File: src/hdl/hbcs_pkg.sv
// Constants for the bridge command and status register bank
package hbcs_pkg;
  // ----------------------------------------
  // Register map (byte addresses)
  // ----------------------------------------
  localparam logic [7:0]  OFF_CMD_STS   = 8'h04;
  localparam logic [7:0]  OFF_ERROR_COMMAND_REG    = 8'h10;
  localparam logic [7:0]  OFF_IRQ_STAT  = 8'h14;
  localparam logic [7:0]  OFF_IRQ_MASK  = 8'h18;
  localparam logic [7:0]  OFF_CAPABILITY_POINTER    = 8'h34;
  // ----------------------------------------
  // Field positions
  // ----------------------------------------
  localparam int CMD_SYSERR_MSG_ENABLE_BIT = 8;
  localparam int STS_SSE_BIT   = 14;
  localparam int STS_MASTER_ABORT_RCVD_FLAG_BIT  = 13;
  localparam int STS_TARGET_ABORT_RCVD_FLAG_BIT  = 12;
  localparam int STS_HALF_LSB  = 16;
  localparam int ERR_COND_W    = 4;
  localparam int IRQ_W         = 3;
  // ----------------------------------------
  // Fixed values and resets
  // ----------------------------------------
  localparam logic [15:0] CMD_FIXED     = 16'h0006;
  localparam logic [15:0] STS_FIXED     = 16'h0090;
  localparam logic [15:0] CMD_RESET     = 16'h0006;
  localparam logic [15:0] STS_RESET     = 16'h0090;
  localparam logic [7:0]  CAPABILITY_POINTER_VALUE  = 8'ha0;
endpackage

File: src/hdl/hbcs_regs.sv
// Bridge command/status register bank with Avalon-MM slave
`timescale 1ns/10ps
// Notes on behaviour
// Command bit 9 (fast back-to-back enable) always reads zero.
// Command bit 8 enables system-error messages; zero blocks every message (here only new requests; one already pending is still sent).
// Messages go over the hub link only for conditions enabled individually.
// This enable governs only this function; the other function has its own.
// Command bit 2 (bus master enable) always reads one.
// Command bit 1 (memory access enable) always reads one.
// Command bits 7,6,5,4,3,0 are read-only zero.
// Status bit 14 sets whenever a system-error message was sent.
// Status bits 14,13,12 clear on written one; zero leaves them.
// Status bit 13 sets on a master-abort completion or special cycle.
// Status bit 12 sets on a target-abort completion or special cycle.
// Status bit 11 reads zero; no target abort is ever issued.
// Status bits 10:9 select timing always read 00.
// Status bit 8 parity error detected always reads zero.
// Status bits 7 and 4 read one; capability pointer sits at 34h.
// Reserved bits read zero; writes to them and hardwired bits ignored.
// Reset gives command 0006h and status 0090h, enable and flags clear.
module hbcs_regs (
  input  wire logic                         ref_clk,
  input  wire logic                         resetn,
  input  wire logic [7:0]                   avs_address,
  input  wire logic                         avs_read,
  input  wire logic                         avs_write,
  input  wire logic [31:0]                  avs_writedata,
  input  wire logic [3:0]                   avs_byteenable,
  output logic      [31:0]                  avs_readdata,
  output logic                              avs_waitrequest,
  output logic      [1:0]                   avs_response,
  input  wire logic [hbcs_pkg::ERR_COND_W-1:0] err_cond,
  input  wire logic                         master_abort_rcvd,
  input  wire logic                         target_abort_rcvd,
  input  wire logic                         syserr_msg_ack,
  output logic                              syserr_msg_req,
  output logic                              irq
);
  import hbcs_pkg::*;

  logic                  syserr_msg_enable;
  logic                  syserr_sent_flag;
  logic                  master_abort_rcvd_flag;
  logic                  target_abort_rcvd_flag;
  logic [ERR_COND_W-1:0] error_command_reg;
  logic [IRQ_W-1:0]      irq_mask;
  logic                  acc_done;
  logic                  wr_go;
  logic                  rd_go;
  logic [15:0]           bridge_command;
  logic [15:0]           bridge_status;
  logic [IRQ_W-1:0]      irq_stat;
  logic                  cond_hit;
  logic                  msg_sent;

  // ----------------------------------------
  // Bus handshake: one wait cycle per access
  // ----------------------------------------
  assign wr_go = avs_write & acc_done;
  assign rd_go = avs_read & acc_done;

  always_ff @(posedge ref_clk or negedge resetn) begin
    if (!resetn) begin
      acc_done <= 1'b0;
    end else begin
      acc_done <= (avs_read | avs_write) & ~acc_done;
    end
  end

  always_ff @(posedge ref_clk or negedge resetn) begin
    if (!resetn) begin
      avs_waitrequest <= 1'b1;
    end else begin
      avs_waitrequest <= ~((avs_read | avs_write) & ~acc_done);
    end
  end

  // ----------------------------------------
  // Register images
  // ----------------------------------------
  always_comb begin
    bridge_command = CMD_FIXED;
    bridge_command[CMD_SYSERR_MSG_ENABLE_BIT] = syserr_msg_enable;
    bridge_status = STS_FIXED;
    bridge_status[STS_SSE_BIT]  = syserr_sent_flag;
    bridge_status[STS_MASTER_ABORT_RCVD_FLAG_BIT] = master_abort_rcvd_flag;
    bridge_status[STS_TARGET_ABORT_RCVD_FLAG_BIT] = target_abort_rcvd_flag;
  end

  assign irq_stat = {syserr_sent_flag, master_abort_rcvd_flag,
                     target_abort_rcvd_flag};

  // ----------------------------------------
  // Writable control
  // ----------------------------------------
  always_ff @(posedge ref_clk or negedge resetn) begin
    if (!resetn) begin
      syserr_msg_enable <= CMD_RESET[CMD_SYSERR_MSG_ENABLE_BIT];
    end else if (wr_go && avs_address == OFF_CMD_STS &&
                 avs_byteenable[1]) begin
      syserr_msg_enable <= avs_writedata[CMD_SYSERR_MSG_ENABLE_BIT];
    end
  end

  always_ff @(posedge ref_clk or negedge resetn) begin
    if (!resetn) begin
      error_command_reg <= '0;
    end else if (wr_go && avs_address == OFF_ERROR_COMMAND_REG &&
                 avs_byteenable[0]) begin
      error_command_reg <= avs_writedata[ERR_COND_W-1:0];
    end
  end

  always_ff @(posedge ref_clk or negedge resetn) begin
    if (!resetn) begin
      irq_mask <= '0;
    end else if (wr_go && avs_address == OFF_IRQ_MASK &&
                 avs_byteenable[0]) begin
      irq_mask <= avs_writedata[IRQ_W-1:0];
    end
  end

  // ----------------------------------------
  // System-error message request
  // ----------------------------------------
  assign cond_hit = syserr_msg_enable & |(err_cond & error_command_reg);
  assign msg_sent = syserr_msg_req & syserr_msg_ack;

  always_ff @(posedge ref_clk or negedge resetn) begin
    if (!resetn) begin
      syserr_msg_req <= 1'b0;
    end else if (msg_sent) begin
      syserr_msg_req <= 1'b0;
    end else if (cond_hit) begin
      syserr_msg_req <= 1'b1;
    end
  end

  // ----------------------------------------
  // Sticky flags, set wins over clear
  // ----------------------------------------
  logic clr_hi;
  logic clr_lo;
  logic [15:0] sts_wd;
  assign sts_wd = avs_writedata[STS_HALF_LSB +: 16];
  assign clr_hi = wr_go && avs_address == OFF_CMD_STS && avs_byteenable[3];
  assign clr_lo = wr_go && avs_address == OFF_IRQ_STAT && avs_byteenable[0];

  always_ff @(posedge ref_clk or negedge resetn) begin
    if (!resetn) begin
      syserr_sent_flag <= 1'b0;
    end else if (msg_sent) begin
      syserr_sent_flag <= 1'b1;
    end else if ((clr_hi && sts_wd[STS_SSE_BIT]) ||
                 (clr_lo && avs_writedata[2])) begin
      syserr_sent_flag <= 1'b0;
    end
  end

  always_ff @(posedge ref_clk or negedge resetn) begin
    if (!resetn) begin
      master_abort_rcvd_flag <= 1'b0;
    end else if (master_abort_rcvd) begin
      master_abort_rcvd_flag <= 1'b1;
    end else if ((clr_hi && sts_wd[STS_MASTER_ABORT_RCVD_FLAG_BIT]) ||
                 (clr_lo && avs_writedata[1])) begin
      master_abort_rcvd_flag <= 1'b0;
    end
  end

  always_ff @(posedge ref_clk or negedge resetn) begin
    if (!resetn) begin
      target_abort_rcvd_flag <= 1'b0;
    end else if (target_abort_rcvd) begin
      target_abort_rcvd_flag <= 1'b1;
    end else if ((clr_hi && sts_wd[STS_TARGET_ABORT_RCVD_FLAG_BIT]) ||
                 (clr_lo && avs_writedata[0])) begin
      target_abort_rcvd_flag <= 1'b0;
    end
  end

  always_ff @(posedge ref_clk or negedge resetn) begin
    if (!resetn) begin
      irq <= 1'b0;
    end else begin
      irq <= |(irq_stat & irq_mask);
    end
  end

  // ----------------------------------------
  // Read data and response
  // ----------------------------------------
  always_ff @(posedge ref_clk or negedge resetn) begin
    if (!resetn) begin
      avs_readdata <= '0;
      avs_response <= 2'h0;
    end else if ((avs_read | avs_write) & ~acc_done) begin
      avs_readdata <= '0;
      avs_response <= 2'h0;
      unique case (avs_address)
        OFF_CMD_STS:  avs_readdata <= {bridge_status, bridge_command};
        OFF_ERROR_COMMAND_REG:   avs_readdata <= {28'h0000000, error_command_reg};
        OFF_IRQ_STAT: avs_readdata <= {29'h00000000, irq_stat};
        OFF_IRQ_MASK: avs_readdata <= {29'h00000000, irq_mask};
        OFF_CAPABILITY_POINTER:   avs_readdata <= {24'h000000, CAPABILITY_POINTER_VALUE};
        default:      avs_response <= 2'h3;
      endcase
    end
  end

  // ----------------------------------------
  // Checks
  // ----------------------------------------
  a_cmd_fixed_bits: assert property (@(posedge ref_clk) disable iff (!resetn)
    rd_go && avs_address == OFF_CMD_STS |->
    avs_readdata[9] == 1'b0 && avs_readdata[2:1] == 2'h3)
    else $error("command fixed bits wrong");
  a_msg_gated_enable: assert property (@(posedge ref_clk) disable iff (!resetn)
    !syserr_msg_enable && !syserr_msg_req |=> !syserr_msg_req)
    else $error("message without enable");
  a_msg_on_cond: assert property (@(posedge ref_clk) disable iff (!resetn)
    cond_hit && !syserr_msg_req |=> syserr_msg_req)
    else $error("enabled condition not messaged");
  a_enable_write: assert property (@(posedge ref_clk) disable iff (!resetn)
    wr_go && avs_address == OFF_CMD_STS && avs_byteenable[1] |=>
    syserr_msg_enable == $past(avs_writedata[8]))
    else $error("enable not written");
  a_cmd_zero_bits: assert property (@(posedge ref_clk) disable iff (!resetn)
    rd_go && avs_address == OFF_CMD_STS |->
    avs_readdata[15:10] == 6'h00 && avs_readdata[7:3] == 5'h00 &&
    !avs_readdata[0])
    else $error("command zero bits wrong");
  a_sse_sets: assert property (@(posedge ref_clk) disable iff (!resetn)
    msg_sent |=> syserr_sent_flag)
    else $error("sent flag not set");
  a_w1c_clear: assert property (@(posedge ref_clk) disable iff (!resetn)
    clr_hi && sts_wd[13] && !master_abort_rcvd |=> !master_abort_rcvd_flag)

    else $error("flag not cleared");
  a_w0_keeps: assert property (@(posedge ref_clk) disable iff (!resetn)
    clr_hi && !sts_wd[12] && target_abort_rcvd_flag |=>
    target_abort_rcvd_flag)
    else $error("zero write cleared flag");
  a_master_abort_rcvd_flag_sets: assert property (@(posedge ref_clk) disable iff (!resetn)
    master_abort_rcvd |=> master_abort_rcvd_flag)
    else $error("master abort not flagged");
  a_target_abort_rcvd_flag_sets: assert property (@(posedge ref_clk) disable iff (!resetn)
    target_abort_rcvd |=> target_abort_rcvd_flag)
    else $error("target abort not flagged");
  a_sts_fixed_bits: assert property (@(posedge ref_clk) disable iff (!resetn)
    rd_go && avs_address == OFF_CMD_STS |->
    avs_readdata[27:24] == 4'h0 && avs_readdata[23] && avs_readdata[20] &&
    avs_readdata[31] == 1'b0 && avs_readdata[22:21] == 2'h0 &&
    avs_readdata[19:16] == 4'h0)
    else $error("status fixed bits wrong");
  a_wait_one: assert property (@(posedge ref_clk) disable iff (!resetn)
    $rose(avs_read) ##0 !acc_done |=> !avs_waitrequest)
    else $error("answer late");

  c_msg_sent: cover property (@(posedge ref_clk) disable iff (!resetn)
    msg_sent);
  c_set_clear: cover property (@(posedge ref_clk) disable iff (!resetn)
    master_abort_rcvd && clr_hi && sts_wd[13]);
  c_irq: cover property (@(posedge ref_clk) disable iff (!resetn) $rose(irq));
endmodule // hbcs_regs

File: config.mk
export PLATFORM = sky130hd
export DESIGN_NAME = hbcs_regs
export DESIGN_NICKNAME = d
export VERILOG_FILES = /design/src/hdl/hbcs_pkg.sv /design/src/hdl/hbcs_regs.sv
export SDC_FILE = /design/constraint.sdc
export NUM_CORES = 1
export LEC_CHECK = 0
export BUFFER_PORTS_ARGS = -buffer_cell sky130_fd_sc_hd__buf_2
export CAP_MARGIN = 15
export CORE_UTILIZATION = 42
export DETAILED_ROUTE_END_ITERATION = 6
export PLACE_DENSITY = 0.75
export SKIP_LAST_GASP = 1
export SYNTH_ARGS = -nofsm -noshare
export SYNTH_HDL_FRONTEND = slang
export SYNTH_SLANG_ARGS = --single-unit
File: constraint.sdc
create_clock -name ref_clk -period 1.45 [get_ports ref_clk]
set_input_delay 0.145 -clock ref_clk [delete_from_list [all_inputs] [get_ports ref_clk]]
set_output_delay 0.145 -clock ref_clk [all_outputs]
set_load 0.03 [all_outputs]
Word level (Yosys, flattened, before mapping)
Cells that the tools add are included.
{ "word_totals": {"reg_bits": 49, "elab_cells": 61, "input_bits": 55, "output_inout_bits": 37} }
{ "classes": {"eq_ne": 5, "bitwise": 9, "reduce_logical": 25, "n_mux": 10} }
{ "op_table": {"columns": ["cell", "count"], "rows": [
  ["case mux 31 bit (5 select lines)", 1],
  ["equality test 8 x 5 -> 1 bit (second input constant)", 3],
  ["logical AND 1 bit", 15],
  ["equality test 8 x 3 -> 1 bit (second input constant)", 1],
  ["equality test 8 x 6 -> 1 bit (second input constant)", 1],
  ["2-to-1 mux 1 bit", 8],
  ["nonzero test 2 bit", 4],
  ["OR reduction 5 bit", 1],
  ["AND 1 bit", 4],
  ["AND 4 bit", 1],
  ["OR reduction 4 bit", 1],
  ["AND 3 bit", 1],
  ["logical OR 1 bit", 3],
  ["OR reduction 3 bit", 1],
  ["2-to-1 mux 2 bit", 1],
  ["inverter 1 bit", 2],
  ["bitwise OR 1 bit", 1]
]} }

Longest topological paths before layout
{ "logic_depth": {"depth_word": 7, "ltp_mapped": 4, "ltp_nobuf": 4} }

Least setup slack after synthesis
No wires, ideal clock.
{ "synth_timing": {"path_kind": "input-to-reg", "startpoint": "in avs_address[4]", "endpoint": "reg syserr_msg_enable", "required_time_ns": 1.322, "n_path_buf": 1, "setup_ns": 0.128, "path_slack_ns": 0.032, "arrival_ns": 1.291, "stages": 4, "cell_sequence": "buf_6 -> or4_4 -> nor3_2 -> mux2_1"} }
{ "synth_between": {"elab_chain_cells": 3} }
{ "synth_rtl": {"columns": ["element", "line", "rtl"], "rows": [
  ["from (decl)", "hbcs_regs.sv:24", "input wire logic [7:0] avs_address,"],
  ["equality test 8 x 3 -> 1 bit", "hbcs_regs.sv:99", "end else if (wr_go && avs_address == OFF_CMD_STS &&"],
  ["logical AND 1 bit (2 in a row)", "hbcs_regs.sv:99", null],
  ["to (signal assigned)", "hbcs_regs.sv:98", "syserr_msg_enable <= CMD_RESET[CMD_SYSERR_MSG_ENABLE_BIT];"],
  ["to (signal assigned)", "hbcs_regs.sv:101", "syserr_msg_enable <= avs_writedata[CMD_SYSERR_MSG_ENABLE_BIT];"],
  ["to (decl)", "hbcs_regs.sv:41", "logic syserr_msg_enable;"]
]} }
No other way between the ends.
A chain may end at the register's enable or synchronous reset.

Worst setup path in the final report
{ "layout_timing": {"startpoint": "reg acc_done", "endpoint": "reg error_command_reg[2]"} }
{ "layout_between": {"elab_chain_cells": 3} }
{ "layout_rtl": {"columns": ["element", "line", "rtl"], "rows": [
  ["from (decl)", "hbcs_regs.sv:47", "logic acc_done;"],
  ["from (signal assigned)", "hbcs_regs.sv:66", "acc_done <= (avs_read | avs_write) & ~acc_done;"],
  ["AND 1 bit", "hbcs_regs.sv:59", "assign wr_go = avs_write & acc_done;"],
  ["logical AND 1 bit (2 in a row)", "hbcs_regs.sv:108", "end else if (wr_go && avs_address == OFF_ERROR_COMMAND_REG &&"],
  ["to (signal assigned)", "hbcs_regs.sv:110", "error_command_reg <= avs_writedata[ERR_COND_W-1:0];"],
  ["to (decl)", "hbcs_regs.sv:45", "logic [ERR_COND_W-1:0] error_command_reg;"]
]} }
No other way between the ends.

==> flow_summary_export.csv <==
group,metric,value,unit
synth,synthesis.area,1470,um^2
min_path,min_path_cells,2,
floorplanning,initial_core_util,0.440,
detailed_routing,dr_total_vias,1168,
sta,slew_headroom,0.623,
finish,fillCellCount,309,
detailed_routing,drt-total-wl,3150,um
sta,tightest_slew,565,ps
detailed_routing,drt-initial-drc-count,65,
global_route,grt_max_degree,27,
min_path,worstHoldPathType,"in -> reg",
pwr,powerDensity,820,nW/um^2
critical_path,r2r-end,"error_command_reg[2]",
critical_path,cp-end-kind,"flop",
critical_path,crit_arrival,1590,ps
critical_path,required,1660,ps
min_path,hp-start,"target_abort_rcvd",
placement,numPortBuffers,46,
pwr,switching_share,0.259,
pwr,peakVddDrop,0.427,mV
clock_network,clock_latency,310,ps
detailed_routing,ant_nets,0,
detailed_routing,drc_errors,0,
sta,hold_viol,0,
finish,fin_nets,243,
critical_path,worstSetupStartpointType,"flop",
critical_path,r2r_cells,3,
sta,period_share,0.947,
finish,finalInstanceArea,1820,um^2
floorplanning,die_area,3740,um^2
synth,ys_ff_latch,26,
pwr,combPwrFrac,0.180,
synth,avgSynthCellArea,11.5,um^2
run_status,status,"complete, no violations",
synth,synth-seq-area-share,0.444,
floorplanning,coreArea,3340,um^2
finish,diodes,0,
sta,report.final.setup_viol,0,
pwr,clkPwrFrac,0.320,
clock_network,path_clk_slew,140,ps
placement,place_hpwl,2600,um
pwr,seqPwrFrac,0.499,
clock_network,ctsHtreeMaxLevel,1,
clock_network,cts_buffer_depth,2,
floorplanning,io_pins,92,
pwr,p_sw,0.388,mW
synth,yosysUniqueCellTypes,43,
pwr,finalPower,1.50,mW
pwr,p_leak,0.940,nW
clock_network,tritoncts,"built",
global_route,grt_use_total,0.172,
flow_run,max_cap_viol_count,0,
synth,synth_ff_type,"dfrtp_1",
global_route,grt_antenna_before_repair,0,
synth,synthArstFlopShare,1.00,
floorplanning,rows,21,
critical_path,r2r_setup_slack,80,ps
sta,period_needed,1370,ps
detailed_routing,wl_per_cell,13.5,um
min_path,hold_path_end,"target_abort_rcvd_flag",
floorplanning,die_h,61.1,um
finish,largest_register_ffs,10,
sta,fin_skew,9.60,ps
clock_network,cts_sinks,26,
finish,syn2layout_area_growth,24.1,%
global_route,grt_pass1_wl,4750,um
synth,yosys_warnings,0,
synth,synth_area_leader_cell,"dfrtp_1",
pwr,intPower,1.11,mW
floorplanning,die-width,61.1,um
finish,layout-drive-gt1-share,0.465,
synth,netlist_top_cells_area,"dfrtp_1 43%, buf_4 12%, mux2_2 6.9%",
sta,fmax,0.728,GHz
clock_network,numCtsBuffers,3,
sta,grt_setup_unrepaired,"false",
detailed_routing,dr.pass1.iters,4,
clock_network,root_buffer,"clkbuf_4",
critical_path,crit_type,"reg -> reg",
critical_path,worstReg2RegStart,"acc_done",
global_route,grt-ovfl-total,0,
detailed_routing,vias_per_cell,5.01,
critical_path,path_max_fanout,5,
synth,synth_edf_count,0,
global_route,grt_pass1_vias,1049,
sta,slew_violations,0,
synth,synthCells,128,
synth,synth_top_area_frac,0.426,
placement,placed_area,1740,um^2
placement,place.gp.congestion,0.826,
metrics by stage:
stage	TNS (ps)	util	hold WS (ps)	instances	worst slack (ps)
3_3_place_gp	-11.2	0.522	160	227	-11.2
4_1_cts	0	0.540	2.07	232	30.6
5_1_grt	0	0.546	6.96	233	16.8
2_1_floorplan	0	-	-151	147	31.8
6_report	0	0.546	17.3	233	76.2
3_5_place_dp	-50.9	0.522	169	227	-32.4
power groups by stage:
stage | logic [mW] | clock network (mW) | registers, mW
floorplan | 0.184 | 0 | 0.771
global placement | 0.259 | 0 | 0.760
detailed placement | 0.264 | 0 | 0.760
CTS | 0.266 | 0.495 | 0.747
global route | 0.295 | 0.520 | 0.749
finish | 0.270 | 0.479 | 0.747
cells in the final DEF (no fill, tap or decap), types with 2 or more instances in the layout:
cell and count:
o21ai_0 2, or2b_1 2, conb_1 20, clkbuf_4 3, nor4b_4 2, nand2_1 6, inv_1 2, a31o_2 2
dlygate4sd3_1 2, a32oi_1 2, o31ai_1 2, dfrtp_1 25, mux2_2 9, mux2i_1 3, a22o_1 6, nand4_1 6
buf_2 46, nor2_1 3, buf_4 15, nand3_1 3
worst max-delay path by stage:
| stage | end | cells after the start | start |
|---|---|---|---|
| after global routing | avs_readdata[0] | 4 | acc_done |
| after detailed placement | syserr_msg_enable | 4 | avs_address[1] |
| final | error_command_reg[2] | 3 | acc_done |
| after global placement | syserr_msg_enable | 4 | avs_address[1] |
| after CTS | avs_readdata[0] | 4 | acc_done |
| after floorplan | syserr_msg_enable | 4 | avs_address[4] |
critical path: stages (launching register included):
cell	delay (ps)
dfrtp_1	390
and3_2	230
and4b_2	300
mux2_2	360
cell usage after synthesis, types with 2 or more instances:
master and instances:
mux2i_1 3, o31ai_1 2, nand3_1 3, buf_4 24
dfrtp_1 25, or2b_1 2, nand2_1 6, a31o_2 2
mux2_2 9, a22o_1 6, nor4b_4 2, and3_1 2
nor2_1 3, nand4_1 6, o21ai_0 2, o41ai_1 2
inv_1 2, a32oi_1 2
per-layer routing:
layer,part of all wire,routed length (um),global-route usage
met1,0.41,1310,0.224
met2,0.52,1630,0.293
met3,0.061,193,0.0252
met4,0.0079,25,0.0552
met5,0,0,0
timing repair:
item,in CTS,in global routing
setup buffers,0,0
hold endpoints to repair,25,1
setup endpoints to repair,0,8
resized for setup,0,3
hold buffers,1,1
cell type report:
type,instances,area (um^2),area share
Timing Repair Buffer,63,363,0.199
Sequential cell,26,652,0.358
Clock inverter,1,30.0,0.0165
Inverter,2,7.51,0.00412
Tap cell,46,57.6,0.0316
Multi-Input combinational cell,92,691,0.379
Clock buffer,3,22.5,0.0124
logic make-up after synthesis:
| family | synth area share |
|---|---|
| and+or+nand+nor | 0.182 |
| buffers and inverters | 0.141 |
| DFF | 0.444 |
| AOI/OAI and AO/OA | 0.133 |
| muxes | 0.0971 |
| other | 0.00255 |
No activity file was read; power rests on OpenSTA's default activity.
